[src/spi_irq_pkg.sv]
// constants for the spi interrupt flag and data buffer block
package spi_irq_pkg;

	// register bus geometry
	localparam int ADDR_W = 3;
	localparam int DATA_W = 8;

	// register offsets
	localparam logic [2:0] OFF_CTRL_A = 3'h0; // enable and master role
	localparam logic [2:0] OFF_CTRL_B = 3'h1; // buffered mode and select disable
	localparam logic [2:0] OFF_IRQ_EN = 3'h2; // spi_interrupt_enable
	localparam logic [2:0] OFF_IRQ_FLAGS = 3'h3; // spi_interrupt_flags
	localparam logic [2:0] OFF_DATA = 3'h4; // spi_data

	// reset values
	localparam logic [7:0] RST_BYTE = 8'h00;
	localparam logic [7:0] READ_ZERO = 8'h00;

	// control field positions
	localparam int BIT_ENABLE = 0;
	localparam int BIT_MASTER = 5;
	localparam int BIT_BUFFERED = 7;
	localparam int BIT_SEL_DIS = 2;

	// interrupt enable field positions
	localparam int BIT_RX_DONE_EN = 7;
	localparam int BIT_TX_DONE_EN = 6;
	localparam int BIT_TX_EMPTY_EN = 5;
	localparam int BIT_SEL_TRIG_EN = 4;
	localparam int BIT_UNBUF_EN = 0;

	// interrupt flag field positions
	localparam int BIT_RX_DONE = 7; // also the unbuffered combined flag
	localparam int BIT_TX_DONE = 6; // also the write collision flag
	localparam int BIT_TX_EMPTY = 5;
	localparam int BIT_SEL_TRIG = 4;
	localparam int BIT_OVF = 0;

	// shifter bit count and receive buffer fill counts
	localparam logic [2:0] LAST_BIT = 3'h7;
	localparam logic [1:0] RX_EMPTY = 2'h0;
	localparam logic [1:0] RX_ONE = 2'h1;
	localparam logic [1:0] RX_FULL = 2'h2;

	// master shifter states, gray along idle-lead-trail
	typedef enum logic [1:0] {
		ST_IDLE = 2'b00,
		ST_LEAD = 2'b01,
		ST_TRAIL = 2'b11
	} shift_state_t;

endpackage

[src/spi_irq_buffer.sv]
// spi interrupt enables, flags, data register and two-deep receive buffer
module spi_irq_buffer #(
	parameter int HALF_DIV = 2, // core cycles per sck half period in master role
	parameter int DIV_W = 8 // width of the sck divider counter
) (
	input wire logic core_clk,
	input wire logic rst_n,
	input wire logic [spi_irq_pkg::ADDR_W-1:0] reg_addr,
	input wire logic [spi_irq_pkg::DATA_W-1:0] reg_wdata,
	input wire logic reg_wr,
	input wire logic reg_rd,
	output logic [spi_irq_pkg::DATA_W-1:0] reg_rdata,
	input wire logic irq_ack,
	output logic irq,
	input wire logic sck_in,
	output logic sck_out,
	output logic sck_oe,
	input wire logic mosi_in,
	output logic mosi_out,
	output logic mosi_oe,
	input wire logic miso_in,
	output logic miso_out,
	output logic miso_oe,
	input wire logic sel_n_in
);

	// refuse divider values the counter cannot hold
	generate
		if (HALF_DIV < 1 || HALF_DIV >= (1 << DIV_W)) begin : g_bad_div
			$error("HALF_DIV out of range for DIV_W");
		end
	endgenerate

	localparam logic [DIV_W-1:0] DIV_END = DIV_W'(HALF_DIV - 1); // last divider count

	// address match used by every strobe decode
	function automatic logic hit(input logic [spi_irq_pkg::ADDR_W-1:0] a,
		input logic [spi_irq_pkg::ADDR_W-1:0] off);
		hit = (a == off);
	endfunction

	// pin synchronisers, second stage plus edge history
	logic sck_m_ff, sck_s_ff, sck_d_ff;
	logic mosi_m_ff, mosi_s_ff;
	logic miso_m_ff, miso_s_ff;
	logic sel_m_ff, sel_s_ff;

	// control state
	logic enable_ff; // block enable
	logic master_ff; // master role
	logic buffered_mode_on_ff; // buffered operation
	logic sel_disable_ff; // select line ignored in master role
	logic [7:0] irq_en_ff; // spi_interrupt_enable storage

	// shifter
	spi_irq_pkg::shift_state_t state_ff;
	logic [DIV_W-1:0] div_ff; // half period counter
	logic [2:0] bit_cnt_ff; // bits done in current byte
	logic [7:0] shift_ff; // shift register
	logic sck_out_ff, sck_oe_ff, mosi_out_ff, mosi_oe_ff, miso_out_ff, miso_oe_ff;

	// buffers
	logic [7:0] tx_buf_ff; // transmit buffer stage
	logic tx_full_ff; // transmit buffer holds a byte
	logic [7:0] rx1_ff; // first receive stage, newest
	logic [7:0] rx2_ff; // second receive stage, oldest
	logic [1:0] rx_cnt_ff; // unread bytes

	// flags
	logic rx_done_flag_ff, tx_done_flag_ff, tx_empty_flag_ff;
	logic sel_trigger_flag_ff, rx_overflow_flag_ff, ovf_pend_ff;
	logic comb_flag_ff, write_collision_flag_ff;
	logic arm_comb_ff, arm_wcol_ff; // flags read while set, awaiting data access
	logic [7:0] rdata_ff;
	logic irq_ff;

	// decoded strobes
	logic data_wr, data_rd, data_acc, flags_rd, flags_wr;
	logic busy, load_go, wcol_evt, sel_evt, slave_on, slave_rise, done_evt, xfer_start;
	logic pop, push, ovf_evt, nxt_tx_full;
	logic [7:0] load_byte, rx_byte, en_view, flag_view;
	logic [3:0] w1c;

	// bus strobe decode
	always_comb begin
		data_wr = reg_wr && hit(reg_addr, spi_irq_pkg::OFF_DATA);
		data_rd = reg_rd && hit(reg_addr, spi_irq_pkg::OFF_DATA);
		data_acc = data_wr || data_rd;
		flags_rd = reg_rd && hit(reg_addr, spi_irq_pkg::OFF_IRQ_FLAGS);
		flags_wr = reg_wr && hit(reg_addr, spi_irq_pkg::OFF_IRQ_FLAGS);
		// write one clears, zero keeps; overflow bit is not cleared by a write
		w1c[3] = flags_wr && buffered_mode_on_ff && reg_wdata[spi_irq_pkg::BIT_RX_DONE];
		w1c[2] = flags_wr && buffered_mode_on_ff && reg_wdata[spi_irq_pkg::BIT_TX_DONE];
		w1c[1] = flags_wr && buffered_mode_on_ff && reg_wdata[spi_irq_pkg::BIT_SEL_TRIG];
		w1c[0] = 1'b0;
	end

	// shifter status and events
	always_comb begin
		busy = (state_ff != spi_irq_pkg::ST_IDLE) || (bit_cnt_ff != 3'h0);
		slave_on = enable_ff && !master_ff && !sel_s_ff;
		slave_rise = slave_on && sck_s_ff && !sck_d_ff;
		// select pulled low while master and not disabled
		sel_evt = enable_ff && master_ff && !sel_s_ff && !sel_disable_ff;
		// unbuffered writes load directly, buffered ones go through the stage
		if (buffered_mode_on_ff) begin
			load_go = enable_ff && tx_full_ff && !busy && !sel_evt;
			load_byte = tx_buf_ff;
		end else begin
			load_go = enable_ff && data_wr && !busy && !sel_evt;
			load_byte = reg_wdata;
		end
		wcol_evt = !buffered_mode_on_ff && data_wr && busy;
		if (master_ff) begin
			done_evt = enable_ff && !sel_evt && (state_ff == spi_irq_pkg::ST_TRAIL)
				&& (div_ff == DIV_END) && (bit_cnt_ff == spi_irq_pkg::LAST_BIT);
			rx_byte = shift_ff;
		end else begin
			done_evt = slave_rise && (bit_cnt_ff == spi_irq_pkg::LAST_BIT);
			rx_byte = {shift_ff[6:0], mosi_s_ff};
		end
		xfer_start = (load_go && master_ff) || (slave_rise && (bit_cnt_ff == 3'h0));
		// receive stage movement
		pop = buffered_mode_on_ff && data_rd && (rx_cnt_ff != spi_irq_pkg::RX_EMPTY);
		push = buffered_mode_on_ff && done_evt && ((rx_cnt_ff != spi_irq_pkg::RX_FULL) || pop);
		ovf_evt = buffered_mode_on_ff && done_evt && (rx_cnt_ff == spi_irq_pkg::RX_FULL)
			&& !pop;
		// a new write beats the move to the shifter
		nxt_tx_full = (buffered_mode_on_ff && data_wr) || (tx_full_ff && !load_go);
	end

	// two flip-flop synchronisers for all link pins
	always_ff @(posedge core_clk) begin
		if (!rst_n) begin
			sck_m_ff <= 1'b0;
			sck_s_ff <= 1'b0;
			sck_d_ff <= 1'b0;
			mosi_m_ff <= 1'b0;
			mosi_s_ff <= 1'b0;
			miso_m_ff <= 1'b0;
			miso_s_ff <= 1'b0;
			sel_m_ff <= 1'b1;
			sel_s_ff <= 1'b1;
		end else begin
			sck_m_ff <= sck_in;
			sck_s_ff <= sck_m_ff;
			sck_d_ff <= sck_s_ff; // edge history
			mosi_m_ff <= mosi_in;
			mosi_s_ff <= mosi_m_ff;
			miso_m_ff <= miso_in;
			miso_s_ff <= miso_m_ff;
			sel_m_ff <= sel_n_in;
			sel_s_ff <= sel_m_ff;
		end
	end

	// control and enable registers
	always_ff @(posedge core_clk) begin
		if (!rst_n) begin
			enable_ff <= 1'b0;
			master_ff <= 1'b0;
			buffered_mode_on_ff <= 1'b0;
			sel_disable_ff <= 1'b0;
			irq_en_ff <= spi_irq_pkg::RST_BYTE;
		end else begin
			if (reg_wr && hit(reg_addr, spi_irq_pkg::OFF_CTRL_A)) begin
				enable_ff <= reg_wdata[spi_irq_pkg::BIT_ENABLE];
			end
			// fall-back to slave wins over a master write in the same cycle
			if (sel_evt) begin
				master_ff <= 1'b0;
			end else if (reg_wr && hit(reg_addr, spi_irq_pkg::OFF_CTRL_A)) begin
				master_ff <= reg_wdata[spi_irq_pkg::BIT_MASTER];
			end
			if (reg_wr && hit(reg_addr, spi_irq_pkg::OFF_CTRL_B)) begin
				buffered_mode_on_ff <= reg_wdata[spi_irq_pkg::BIT_BUFFERED];
				sel_disable_ff <= reg_wdata[spi_irq_pkg::BIT_SEL_DIS];
			end
			if (reg_wr && hit(reg_addr, spi_irq_pkg::OFF_IRQ_EN)) begin
				irq_en_ff <= reg_wdata;
			end
		end
	end

	// shift engine, mode 0, msb first
	always_ff @(posedge core_clk) begin
		if (!rst_n) begin
			state_ff <= spi_irq_pkg::ST_IDLE;
			div_ff <= '0;
			bit_cnt_ff <= 3'h0;
			shift_ff <= spi_irq_pkg::RST_BYTE;
			sck_out_ff <= 1'b0;
			mosi_out_ff <= 1'b0;
			miso_out_ff <= 1'b0;
			sck_oe_ff <= 1'b0;
			mosi_oe_ff <= 1'b0;
			miso_oe_ff <= 1'b0;
		end else begin
			sck_oe_ff <= enable_ff && master_ff && !sel_evt;
			mosi_oe_ff <= enable_ff && master_ff && !sel_evt;
			miso_oe_ff <= slave_on;
			if (sel_evt) begin
				// abort the master byte on fall-back
				state_ff <= spi_irq_pkg::ST_IDLE;
				bit_cnt_ff <= 3'h0;
				div_ff <= '0;
				sck_out_ff <= 1'b0;
			end else if (enable_ff && master_ff) begin
				case (state_ff)
					spi_irq_pkg::ST_IDLE: begin
						if (load_go) begin
							shift_ff <= load_byte;
							mosi_out_ff <= load_byte[7];
							div_ff <= '0;
							state_ff <= spi_irq_pkg::ST_LEAD;
						end
					end
					spi_irq_pkg::ST_LEAD: begin
						if (div_ff == DIV_END) begin
							// rising edge: sample the peer
							div_ff <= '0;
							sck_out_ff <= 1'b1;
							shift_ff <= {shift_ff[6:0], miso_s_ff};
							state_ff <= spi_irq_pkg::ST_TRAIL;
						end else begin
							div_ff <= div_ff + 1'b1;
						end
					end
					spi_irq_pkg::ST_TRAIL: begin
						if (div_ff == DIV_END) begin
							// falling edge: next bit out or byte done
							div_ff <= '0;
							sck_out_ff <= 1'b0;
							bit_cnt_ff <= bit_cnt_ff + 1'b1;
							if (bit_cnt_ff == spi_irq_pkg::LAST_BIT) begin
								state_ff <= spi_irq_pkg::ST_IDLE;
							end else begin
								mosi_out_ff <= shift_ff[7];
								state_ff <= spi_irq_pkg::ST_LEAD;
							end
						end else begin
							div_ff <= div_ff + 1'b1;
						end
					end
					default: begin
						state_ff <= spi_irq_pkg::ST_IDLE;
					end
				endcase
			end else begin
				// slave role or disabled
				state_ff <= spi_irq_pkg::ST_IDLE;
				sck_out_ff <= 1'b0;
				if (!slave_on) begin
					bit_cnt_ff <= 3'h0; // deselect ends any partial byte
				end else if (slave_rise) begin
					bit_cnt_ff <= bit_cnt_ff + 1'b1;
				end
				if (slave_rise) begin
					shift_ff <= rx_byte;
					miso_out_ff <= shift_ff[6];
				end else if (load_go) begin
					shift_ff <= load_byte;
					miso_out_ff <= load_byte[7];
				end else begin
					miso_out_ff <= shift_ff[7];
				end
			end
		end
	end

	// transmit buffer stage
	always_ff @(posedge core_clk) begin
		if (!rst_n) begin
			tx_buf_ff <= spi_irq_pkg::RST_BYTE;
			tx_full_ff <= 1'b0;
			tx_empty_flag_ff <= 1'b0;
		end else begin
			if (buffered_mode_on_ff && data_wr) begin
				tx_buf_ff <= reg_wdata;
			end
			tx_full_ff <= nxt_tx_full;
			// high only while the stage is empty; a data write drops it
			tx_empty_flag_ff <= buffered_mode_on_ff && !nxt_tx_full;
		end
	end

	// receive stages, stage two is the oldest byte
	always_ff @(posedge core_clk) begin
		if (!rst_n) begin
			rx1_ff <= spi_irq_pkg::RST_BYTE;
			rx2_ff <= spi_irq_pkg::RST_BYTE;
			rx_cnt_ff <= spi_irq_pkg::RX_EMPTY;
		end else if (!buffered_mode_on_ff) begin
			rx_cnt_ff <= spi_irq_pkg::RX_EMPTY;
			if (done_evt) begin
				rx2_ff <= rx_byte; // single holding register
			end
		end else begin
			if (pop && (rx_cnt_ff == spi_irq_pkg::RX_FULL)) begin
				rx2_ff <= rx1_ff;
			end
			if (push) begin
				if ((rx_cnt_ff - {1'b0, pop}) == spi_irq_pkg::RX_EMPTY) begin
					rx2_ff <= rx_byte;
				end else begin
					rx1_ff <= rx_byte;
				end
			end
			rx_cnt_ff <= rx_cnt_ff - {1'b0, pop} + {1'b0, push};
		end
	end

	// buffered mode flags, set beats clear
	always_ff @(posedge core_clk) begin
		if (!rst_n) begin
			rx_done_flag_ff <= 1'b0;
			tx_done_flag_ff <= 1'b0;
			sel_trigger_flag_ff <= 1'b0;
			rx_overflow_flag_ff <= 1'b0;
			ovf_pend_ff <= 1'b0;
		end else begin
			rx_done_flag_ff <= push || (rx_done_flag_ff && !w1c[3]
				&& !(pop && (rx_cnt_ff == spi_irq_pkg::RX_ONE)));
			tx_done_flag_ff <= (buffered_mode_on_ff && done_evt && !tx_full_ff)
				|| (tx_done_flag_ff && !w1c[2]);
			sel_trigger_flag_ff <= (buffered_mode_on_ff && sel_evt)
				|| (sel_trigger_flag_ff && !w1c[1]);
			// with nothing to send the overflow waits for the next transfer
			ovf_pend_ff <= (ovf_evt && !tx_full_ff)
				|| (ovf_pend_ff && !xfer_start && !data_rd);
			rx_overflow_flag_ff <= (ovf_evt && tx_full_ff) || (ovf_pend_ff && xfer_start)
				|| (rx_overflow_flag_ff && !data_rd);
		end
	end

	// unbuffered flags: combined cleared by vector or flags read then data access, collision only by flags read then data access
	always_ff @(posedge core_clk) begin
		if (!rst_n) begin
			comb_flag_ff <= 1'b0;
			write_collision_flag_ff <= 1'b0;
			arm_comb_ff <= 1'b0;
			arm_wcol_ff <= 1'b0;
		end else begin
			comb_flag_ff <= (!buffered_mode_on_ff && (done_evt || sel_evt))
				|| (comb_flag_ff && !irq_ack && !(arm_comb_ff && data_acc));
			write_collision_flag_ff <= wcol_evt
				|| (write_collision_flag_ff && !(arm_wcol_ff && data_acc));
			arm_comb_ff <= (flags_rd && comb_flag_ff && !buffered_mode_on_ff)
				|| (arm_comb_ff && !data_acc);
			arm_wcol_ff <= (flags_rd && write_collision_flag_ff && !buffered_mode_on_ff)
				|| (arm_wcol_ff && !data_acc);
		end
	end

	// enable and flag views as software sees them
	always_comb begin
		en_view = spi_irq_pkg::READ_ZERO;
		flag_view = spi_irq_pkg::READ_ZERO;
		en_view[spi_irq_pkg::BIT_UNBUF_EN] = irq_en_ff[spi_irq_pkg::BIT_UNBUF_EN];
		if (buffered_mode_on_ff) begin
			en_view[spi_irq_pkg::BIT_RX_DONE_EN] = irq_en_ff[spi_irq_pkg::BIT_RX_DONE_EN];
			en_view[spi_irq_pkg::BIT_TX_DONE_EN] = irq_en_ff[spi_irq_pkg::BIT_TX_DONE_EN];
			en_view[spi_irq_pkg::BIT_TX_EMPTY_EN] = irq_en_ff[spi_irq_pkg::BIT_TX_EMPTY_EN];
			en_view[spi_irq_pkg::BIT_SEL_TRIG_EN] = irq_en_ff[spi_irq_pkg::BIT_SEL_TRIG_EN];
			flag_view[spi_irq_pkg::BIT_RX_DONE] = rx_done_flag_ff;
			flag_view[spi_irq_pkg::BIT_TX_DONE] = tx_done_flag_ff;
			flag_view[spi_irq_pkg::BIT_TX_EMPTY] = tx_empty_flag_ff;
			flag_view[spi_irq_pkg::BIT_SEL_TRIG] = sel_trigger_flag_ff;
			flag_view[spi_irq_pkg::BIT_OVF] = rx_overflow_flag_ff;
		end else begin
			flag_view[spi_irq_pkg::BIT_RX_DONE] = comb_flag_ff;
			flag_view[spi_irq_pkg::BIT_TX_DONE] = write_collision_flag_ff;
		end
	end

	// read data, valid the cycle after the strobe
	always_ff @(posedge core_clk) begin
		if (!rst_n) begin
			rdata_ff <= spi_irq_pkg::READ_ZERO;
		end else if (!reg_rd) begin
			rdata_ff <= spi_irq_pkg::READ_ZERO;
		end else if (hit(reg_addr, spi_irq_pkg::OFF_CTRL_A)) begin
			rdata_ff <= spi_irq_pkg::READ_ZERO;
			rdata_ff[spi_irq_pkg::BIT_ENABLE] <= enable_ff;
			rdata_ff[spi_irq_pkg::BIT_MASTER] <= master_ff;
		end else if (hit(reg_addr, spi_irq_pkg::OFF_CTRL_B)) begin
			rdata_ff <= spi_irq_pkg::READ_ZERO;
			rdata_ff[spi_irq_pkg::BIT_BUFFERED] <= buffered_mode_on_ff;
			rdata_ff[spi_irq_pkg::BIT_SEL_DIS] <= sel_disable_ff;
		end else if (hit(reg_addr, spi_irq_pkg::OFF_IRQ_EN)) begin
			rdata_ff <= en_view;
		end else if (hit(reg_addr, spi_irq_pkg::OFF_IRQ_FLAGS)) begin
			rdata_ff <= flag_view;
		end else if (hit(reg_addr, spi_irq_pkg::OFF_DATA)) begin
			rdata_ff <= rx2_ff;
		end else begin
			rdata_ff <= spi_irq_pkg::READ_ZERO; // unmapped
		end
	end

	// interrupt request, held while any enabled flag is set
	always_ff @(posedge core_clk) begin
		if (!rst_n) begin
			irq_ff <= 1'b0;
		end else if (buffered_mode_on_ff) begin
			irq_ff <= |(en_view[7:4] & flag_view[7:4]);
		end else begin
			irq_ff <= en_view[spi_irq_pkg::BIT_UNBUF_EN] && comb_flag_ff;
		end
	end

	// outputs straight from flip-flops
	assign reg_rdata = rdata_ff;
	assign irq = irq_ff;
	assign sck_out = sck_out_ff;
	assign sck_oe = sck_oe_ff;
	assign mosi_out = mosi_out_ff;
	assign mosi_oe = mosi_oe_ff;
	assign miso_out = miso_out_ff;
	assign miso_oe = miso_oe_ff;

endmodule

[config.mk]
export PLATFORM = sky130hd
export DESIGN_NAME = spi_irq_buffer
export DESIGN_NICKNAME = d
export VERILOG_FILES = /design/src/spi_irq_pkg.sv /design/src/spi_irq_buffer.sv
export SDC_FILE = /design/constraint.sdc
export NUM_CORES = 1
export LEC_CHECK = 0
export BUFFER_PORTS_ARGS = -buffer_cell sky130_fd_sc_hd__buf_2
export CAP_MARGIN = 20
export CORE_ASPECT_RATIO = 1.25
export CORE_UTILIZATION = 55
export CTS_CLUSTER_SIZE = 12
export DETAILED_ROUTE_END_ITERATION = 7
export GPL_ROUTABILITY_DRIVEN = 0
export PLACE_DENSITY = 0.82
export SETUP_SLACK_MARGIN = 0.15
export SLEW_MARGIN = 20
export SYNTH_ARGS = -nofsm -noshare
export SYNTH_HDL_FRONTEND = slang
export SYNTH_SLANG_ARGS = --single-unit
[constraint.sdc]
create_clock -name core_clk -period 3.3 [get_ports core_clk]
set_input_delay 0.66 -clock core_clk [delete_from_list [all_inputs] [get_ports core_clk]]
set_output_delay 0.66 -clock core_clk [all_outputs]
set_load 0.01 [all_outputs]
; ---- Yosys cells after proc, flatten, opt, wreduce, memory -nomap -nowiden
; Cells that the tools add are included.
[word_totals]
word_cells = 255
in_bits = 20
out_inout_bits = 15
regBits = 93
[classes]
add_sub_neg = 4
reduce_logical = 135
mux = 46
n_bitwise = 7
eq_ne = 20
[ops]
columns = cell, count
row1 = two-way mux 8 bit, 17
row2 = logical AND 1 bit, 70
row3 = case mux 8 bit (2 select lines), 2
row4 = zero test 1 bit, 21
row5 = AND reduction 3 bit, 6
row6 = logical OR 1 bit, 16
row7 = two-way mux 3 bit, 5
row8 = two-way mux 1 bit, 12
row9 = nonzero test 2 bit, 6
row10 = two-way mux 2 bit, 5
row11 = "inequality test 2 bit, second input constant", 5
row12 = "adder 8 x 1 -> 8 bit, second input constant", 1
row13 = "== test 8 x 1 -> 1 bit, second input constant", 1
row14 = OR reduction 4 bit, 2
row15 = OR reduction 7 bit, 1
row16 = "== test 3 x 2 -> 1 bit, second input constant", 2
row17 = "== test 3 bit, second input constant", 2
row18 = zero test 3 bit, 2
row19 = two-way mux 6 bit, 1
row20 = "inequality test 3 x 1 -> 1 bit, second input constant", 2
row21 = inverter 1 bit, 6
row22 = case mux 2 bit (3 select lines), 1
row23 = AND reduction 2 bit, 3
row24 = AND reduction 6 bit, 1
row25 = other kinds (15), 22

; ---- Longest topological paths before layout
; Gate-level depths: netlist (run 1).
[depth]
depth_word = 15
mapped_depth = 12
ltp_nobuf = 10

; ---- Worst setup path before layout (run 1)
; OpenSTA, ideal clock, no wires.
[synth_path]
path_type = register to register
from = reg div_ff[0]
to = reg rx_cnt_ff[1]
path_buffers = 2
path_stages_with_launch = 12
slack_ps = 404
arrival_ps = 2782
required_ps = 3185
setup_time_ps = 115
period_less_slack_ps = 2896
path_cell_list = dfxtp_1 > ha_1 > or4b_4 > or4_1 > buf_2 > a21o_1 > clkbuf_1 > nor3_1 > ha_1 > xor2_1 > xnor2_1 > nor2_1
[synth_via]
elab_chain_len = 7
[synth_rtl]
columns = element, line_no
row1 = start: declaration, spi_irq_buffer.sv:57  ; logic [DIV_W-1:0] div_ff;
row2 = start signal: assignment, spi_irq_buffer.sv:226  ; div_ff <= div_ff + 1'b1;
row3 = start signal: assignment, spi_irq_buffer.sv:242  ; div_ff <= div_ff + 1'b1;
row4 = == test 8 x 1 -> 1 bit, spi_irq_buffer.sv:116  ; && (div_ff == DIV_END) && (bit_cnt_ff == spi_irq_pkg::LAST_BIT);
row5 = logical AND 1 bit (2 in series), spi_irq_buffer.sv:116
row6 = two-way mux 1 bit, spi_irq_buffer.sv:114  ; if (master_ff) begin
row7 = logical AND 1 bit (2 in series), spi_irq_buffer.sv:125  ; push = buffered_mode_on_ff && done_evt && ((rx_cnt_ff != spi_irq_pkg::RX_FULL) || pop);
row8 = adder 2 x 1 -> 2 bit, spi_irq_buffer.sv:309  ; rx_cnt_ff <= rx_cnt_ff - {1'b0, pop} + {1'b0, push};
row9 = end signal: assignment, spi_irq_buffer.sv:292  ; rx_cnt_ff <= spi_irq_pkg::RX_EMPTY;
row10 = end signal: assignment, spi_irq_buffer.sv:294  ; rx_cnt_ff <= spi_irq_pkg::RX_EMPTY;
row11 = end signal: assignment, spi_irq_buffer.sv:309
row12 = end: declaration, spi_irq_buffer.sv:67  ; logic [1:0] rx_cnt_ff;
; Every way passes these cells.
; A chain may end at the register's enable or synchronous reset.

; ---- Final worst setup path (run 1)
[layout_path]
from = reg div_ff[0]
to = reg rx2_ff[5]
[layout_via]
elab_chain_len = 8
word_cells_on_any_way = 9
cone_classes = 1 x eq/ne / 3 x mux / 5 x reduce/logical
[layout_rtl]
columns = element, line_no
row1 = == test 8 x 1 -> 1 bit *, spi_irq_buffer.sv:116
row2 = logical AND 1 bit * (2 in series), spi_irq_buffer.sv:116
row3 = two-way mux 1 bit *, spi_irq_buffer.sv:114
row4 = logical AND 1 bit (2 in series), spi_irq_buffer.sv:125
row5 = two-way mux 8 bit, spi_irq_buffer.sv:302  ; if (push) begin
row6 = two-way mux 8 bit, spi_irq_buffer.sv:293  ; end else if (!buffered_mode_on_ff) begin
row7 = end signal: assignment, spi_irq_buffer.sv:291  ; rx2_ff <= spi_irq_pkg::RST_BYTE;
row8 = end signal: assignment, spi_irq_buffer.sv:296  ; rx2_ff <= rx_byte;
row9 = end signal: assignment, spi_irq_buffer.sv:304  ; rx2_ff <= rx_byte;
row10 = end: declaration, spi_irq_buffer.sv:66  ; logic [7:0] rx2_ff;
; Mark *: on every way between the ends. The rest lies on a longest branch, timed or not.

==> results_dict.tcl, run 1 <==
set metrics [dict create \
    dpl-instance-area_sq_um 4885 \
    hpwlAfterDp_um 8594 \
    core_area_sq_um 8240 \
    netlist_instances 562 \
    antenna_cells 0 \
    path_delay_family "compound AO/OA/AOI/OAI gates" \
    hold_buffers 0 \
    clockBufferDepth 2 \
    rsz0062_at_grt "no" \
    p_leak_uw 0.001780 \
    syn_area_per_cell_sq_um 8.342 \
    cts_resized 0 \
    final_max_slew_viol_count 0 \
    skew_ps 12.93 \
    final.setup.tns_ps 0 \
    crit_fanout 10 \
    die_x_um 84.58 \
    arrival_ps 3240 \
    clk-insertion-delay-late_ps 380 \
    dp.cells 659 \
    hold_violations 0 \
    yosys_warnings 0 \
    routed_via_density 6.539 \
    critical_path.endpoint_type "register" \
    area_delta_synth_final_pct 8.086 \
    worstHoldPathType "register to register" \
    synth.distinct_cells 61 \
    port_buffers 34 \
    io_pins 35 \
    min_period_over_period 0.9076 \
    vias 4414 \
    cts_tree "yes" \
    cellPowerDensity_nw_per_um2 380.0 \
    htreeDepth 3 \
    cts-buffers-inserted 9 \
    syn_area_sq_um 4688 \
    violations "DRC" \
    grt_max_degree 43 \
    start_util 0.5689 \
    antenna_found_initial 0 \
    path_class "register to register" \
    critical_path_buf_inv_count 1 \
    drt_iter0_markers 402 \
    startpoint_type "register" \
    drive_gt1_frac 0.1367 \
    post_drt_wl_per_cell_um 18.03 \
    final_area_sq_um 5067 \
    synth_edf_count 0 \
    rows 37 \
    grt_pass1_wl_um 20360 \
    synthesis.nets 589 \
    max_stage_delay_ps 550 \
    grt_pass1_vias 4199 \
    drcViolationCount 2 \
    status "complete, but fails checks" \
    synth_seq_cells 90 \
    tightestPinTransition_ps 774.7 \
    period_minus_slack_ps 2995 \
    overflow 0 \
    drt_wl_total_um 12170 \
    ant_nets 0 \
    clock_sinks 90 \
    seq_area_frac_synth 0.3843 \
    synth_flop_cell "dfxtp_1" \
    critPathRequiredTime_ps 3540 \
    drv_cap 0 \
    cp_cell_sequence "ha_1, or4b_4, or4_1, buf_4, a21oi_2, a31oi_1, a2111oi_0" \
    clk_pin_slew_ps 90 \
    clock-root-buffer "clkbuf_8" \
    slew_headroom 0.4763 \
    maxClockFrequency_ghz 0.3339 \
    fp.dieH_um 105.2 \
    peakVddDrop_v 0.0002352 \
    drt_pass1_iterations 8 \
    final_cells 675 \
    dieArea_sq_um 8900 \
    fin_nets 600 \
    grtUsageTotal 0.2879 \
    worst_path_max_delay_cell "or4_1" \
    setup_viol 0 \
    async_flop_share 0 \
    post_cts_buffers 0 \
]
==> per-stage QoR <==
stage	util	hold WS, ps	total power [uW]	worst slack [ps]
final	0.6149	420.5	1926	305.0
after global placement	0.5928	395.6	1236	394.0
after global routing	0.6149	436.6	1982	174.5
after floorplan	-	386.3	1199	403.8
after CTS	0.6145	418.8	1934	329.7
after detailed placement	0.5928	398.5	1239	263.8
==> Yosys cell counts, types with 2 or more instances <==
| cell | instances | area share |
|---|---|---|
| nor4b_1 | 6 | 0.011 |
| nand3_1 | 19 | 0.020 |
| o21ai_0 | 26 | 0.028 |
| mux2i_1 | 30 | 0.064 |
| or4_1 | 11 | 0.018 |
| o31ai_1 | 7 | 0.011 |
| a311oi_1 | 2 | 0.0037 |
| dfxtp_1 | 90 | 0.38 |
| xor2_1 | 2 | 0.0037 |
| nor3b_1 | 3 | 0.0048 |
| o211ai_1 | 9 | 0.014 |
| ha_1 | 7 | 0.019 |
| o21a_1 | 2 | 0.0032 |
| nand2_1 | 49 | 0.039 |
| nor3_1 | 10 | 0.011 |
| and3_1 | 5 | 0.0067 |
| nand2b_1 | 6 | 0.0080 |
| a21oi_1 | 32 | 0.034 |
| a2111oi_0 | 7 | 0.013 |
| a22oi_1 | 14 | 0.022 |
| inv_1 | 22 | 0.018 |
| nand4_1 | 5 | 0.0067 |
| a21boi_0 | 3 | 0.0048 |
| or3_1 | 5 | 0.0067 |
| nor2b_1 | 3 | 0.0040 |
| a31oi_1 | 22 | 0.029 |
| a211oi_1 | 18 | 0.029 |
| a2bb2oi_1 | 2 | 0.0037 |
| a22o_1 | 4 | 0.0075 |
| clkbuf_1 | 37 | 0.030 |
| and2_1 | 11 | 0.015 |
| nor2_1 | 36 | 0.029 |
| mux2_2 | 12 | 0.029 |
| a32oi_1 | 2 | 0.0037 |
| buf_1 | 6 | 0.0048 |
| a21o_1 | 4 | 0.0064 |
| o21bai_1 | 2 | 0.0032 |
| nor4_1 | 8 | 0.011 |
==> worst paths after layout <==
| kind | from | cells past startpoint | endpoint | slack (ps) |
|---|---|---|---|---|
| worst max register to register | div_ff[0] | 7 | rx2_ff[5] | 300 |
| worst min-delay path | sel_m_ff | 1 | sel_s_ff | 420 |
| worst min register to register | sel_m_ff | 1 | sel_s_ff | 420 |
| worst max-delay path | div_ff[0] | 7 | rx2_ff[5] | 300 |
==> final cells by class <==
type	instances	area [sq um]
fillers	746	3173
well taps	97	121.4
inverters	24	90.09
clock buffers	10	137.6
clock inverters	6	41.29
multi-input cells	402	2615
repair buffers	46	260.3
flip-flops and latches	90	1802
==> flip-flops by register name, summed over array words and instances, names as in the netlist, 3 cells and up <==
register	count
rx1_ff	8
tx_buf_ff	8
shift_ff	8
rx2_ff	8
reg_rdata	8
bit_cnt_ff	3
div_ff	8
irq_en_ff	5
==> routing by layer <==
metal	GRT usage	routed length (um)
met3	0.04855	737
met5	0	0
met4	0.1901	651
met1	0.3378	4857
met2	0.4814	5927
==> report_power, final <==
part / internal [uW] / switching, uW
logic: 39.1 / 73.9
clock network: 296 / 413
registers: 1100 / 8.21
==> logic make-up (layout without fill, tap and decap cells) <==
logic type	count (synthesis)	in the layout	share of synthesized area
compound gates	165	165	0.2346
xor+xnor	3	3	0.005606
fa+ha+maj	7	7	0.01868
buf+inv	70	86	0.05871
flops	90	90	0.3843
mux	42	42	0.09287
simple gates	185	185	0.2052
==> layout by cell type, fill, tap and decap left out, types with 9 or more instances in the layout <==
cell / n
a211oi_1: 18
a21oi_1: 31
a22oi_1: 14
a31oi_1: 22
and2_1: 11
buf_2: 34
buf_4: 12
clkbuf_8: 10
dfxtp_1: 90
inv_1: 22
mux2_2: 12
mux2i_1: 30
nand2_1: 49
nand3_1: 19
nor2_1: 36
nor3_1: 10
o211ai_1: 9
o21ai_0: 26
or4_1: 11
No activity file was read; power rests on OpenSTA's default activity.
==> run 2: changes to the inputs <==
Settings changed: CORE_ASPECT_RATIO 1.25 to 0.6.
==> run 2 against run 1 <==
Compared with the run above:
- clock power is 62% higher
- first-iteration DRC count is 55% higher
- critical endpoint is now rx2_ff[1]
- final cell count is 1.9% higher
- the flow now finishes without violations
- register-to-register slack better by 30 ps
- worst setup slack better by 31 ps
- critical path depth stayed put
==> results_dict.tcl, run 2 (synthesized netlist as in run 1, its figures left out) <==
set metrics [dict create \
    tightestPinTransition_ps 926.5 \
    rsz0062_at_grt "no" \
    min_from "sel_m_ff" \
    path_class "register to register" \
    arrival_ps 3180 \
    final_common_cell "dfxtp_1" \
    timing.hold.ws_ps 408.5 \
    crit_fanout 10 \
    critical_path.endpoint_type "register" \
    io_pins 35 \
    htreeDepth 3 \
    post_drt_wl_per_cell_um 18.98 \
    period_minus_slack_ps 2964 \
    cellPowerDensity_nw_per_um2 452.5 \
    setup_viol 0 \
    power.switching_uw 544.9 \
    status "finished, final reports clean" \
    p_seq_frac 0.466 \
    routed_via_density 6.638 \
    slew_headroom 0.3823 \
    critPathRequiredTime_ps 3510 \
    dieArea_sq_um 8909 \
    hold_violations 0 \
    drt_wl_total_um 13060 \
    drv_cap 0 \
    die_x_um 121.2 \
    power.internal_uw 1829 \
    fp.dieH_um 73.52 \
    final_util 0.6502 \
    fin_nets 602 \
    crit_path_start "div_ff[0]" \
    drt_pass1_iterations 7 \
    core_area_sq_um 8070 \
    dp.cells 672 \
    antenna_found_initial 0 \
    grt_pass1_wl_um 20800 \
    peakVddDrop_v 0.0003057 \
    drive_gt1_frac 0.1379 \
    hpwlAfterDp_um 9283 \
    area_delta_synth_final_pct 11.93 \
    layout_common_cells "dfxtp_1, nand2_1, nor2_1, buf_2, a21oi_1" \
    combPwrFrac 0.049 \
    clock-root-buffer "clkbuf_16" \
    switching_share 0.2295 \
    clk_pin_slew_ps 70 \
    p_clk_frac 0.485 \
    drt_iter0_markers 622 \
    p_leak_uw 0.001855 \
    grt_max_degree 45 \
    cts_tree "yes" \
    cts_resized 0 \
    cts-buffers-inserted 9 \
    grt_pass1_vias 3903 \
    hold_buffers 0 \
    vias 4567 \
    final.setup.tns_ps 0 \
    post_cts_buffers 0 \
    final_cells 688 \
    worstHoldPathType "register to register" \
    maxClockFrequency_ghz 0.3374 \
    num-fill-cells 667 \
    startpoint_type "register" \
    reg2reg_from "div_ff[0]" \
    drcViolationCount 0 \
    start_util 0.5809 \
    port_buffers 34 \
    overflow 0 \
    min_period_over_period 0.8982 \
    rows 25 \
    clk-insertion-delay-late_ps 350 \
    clockBufferDepth 2 \
    grtUsageTotal 0.3075 \
    skew_ps 6.322 \
    final_max_slew_viol_count 0 \
    ant_nets 0 \
    antenna_cells 0 \
    clock_sinks 90 \
]
## run 2: changes by cell type in the layout (fill, tap and decap cells not counted), moves of 2 or more
cell	before	now
clkinv_2	3	0
buf_4	12	14
clkbuf_16	0	9
bufinv_16	0	2
inv_6	1	3
clkbuf_8	10	1
## run 2: worst paths after layout
path                    end  slack, ps  depth (start not counted)
setup / recovery  rx2_ff[1]        340                          7
hold / removal     sel_s_ff        410                          1
setup reg to reg  rx2_ff[1]        340                          7
hold reg to reg    sel_s_ff        410                          1
## run 2: metrics by stage
stage / instance area [sq um] / total power, uW / setup slack, ps
after detailed placement: 4913 / 1242 / 364.9
after CTS: 5248 / 2382 / 413.7
after floorplan: 4688 / 1199 / 403.8
after global routing: 5248 / 2438 / 152.1
after global placement: 4913 / 1238 / 421.1
final: 5248 / 2374 / 335.8
## run 2: layout make-up
cell class / count / area (sq um) / share of cell area
Multi-Input combinational cell: 402 / 2611 / 0.4976
Sequential cell: 90 / 1802 / 0.3433
Timing Repair Buffer: 48 / 275.3 / 0.05246
Clock buffer: 10 / 239.0 / 0.04554
Tap cell: 108 / 135.1 / 0.02575
Clock inverter: 6 / 95.09 / 0.01812
Inverter: 24 / 90.09 / 0.01717
## run 2: power by group through the flow
stage                     combinational, uW  sequential, uW  clock, uW
after CTS                               112            1110       1160
after detailed placement                111            1130          0
after global routing                    124            1110       1210
after floorplan                        73.3            1130          0
final                                   116            1110       1150
after global placement                  108            1130          0
## run 2: worst max-delay path: stages, from the launching register on
cell and delay (ps):
dfxtp_1 410, ha_1 190, or4b_4 470, or4_1 560
buf_4 200, a21oi_2 390, and3_1 430, a2111oi_0 170
## run 2: layer usage
layer,vias up,wire length (um),track usage
met5,-,0,0
met4,0,233,0.09191
met3,32,1542,0.09239
met2,281,5311,0.4178
met1,2147,5971,0.4583
li1,2107,-,-
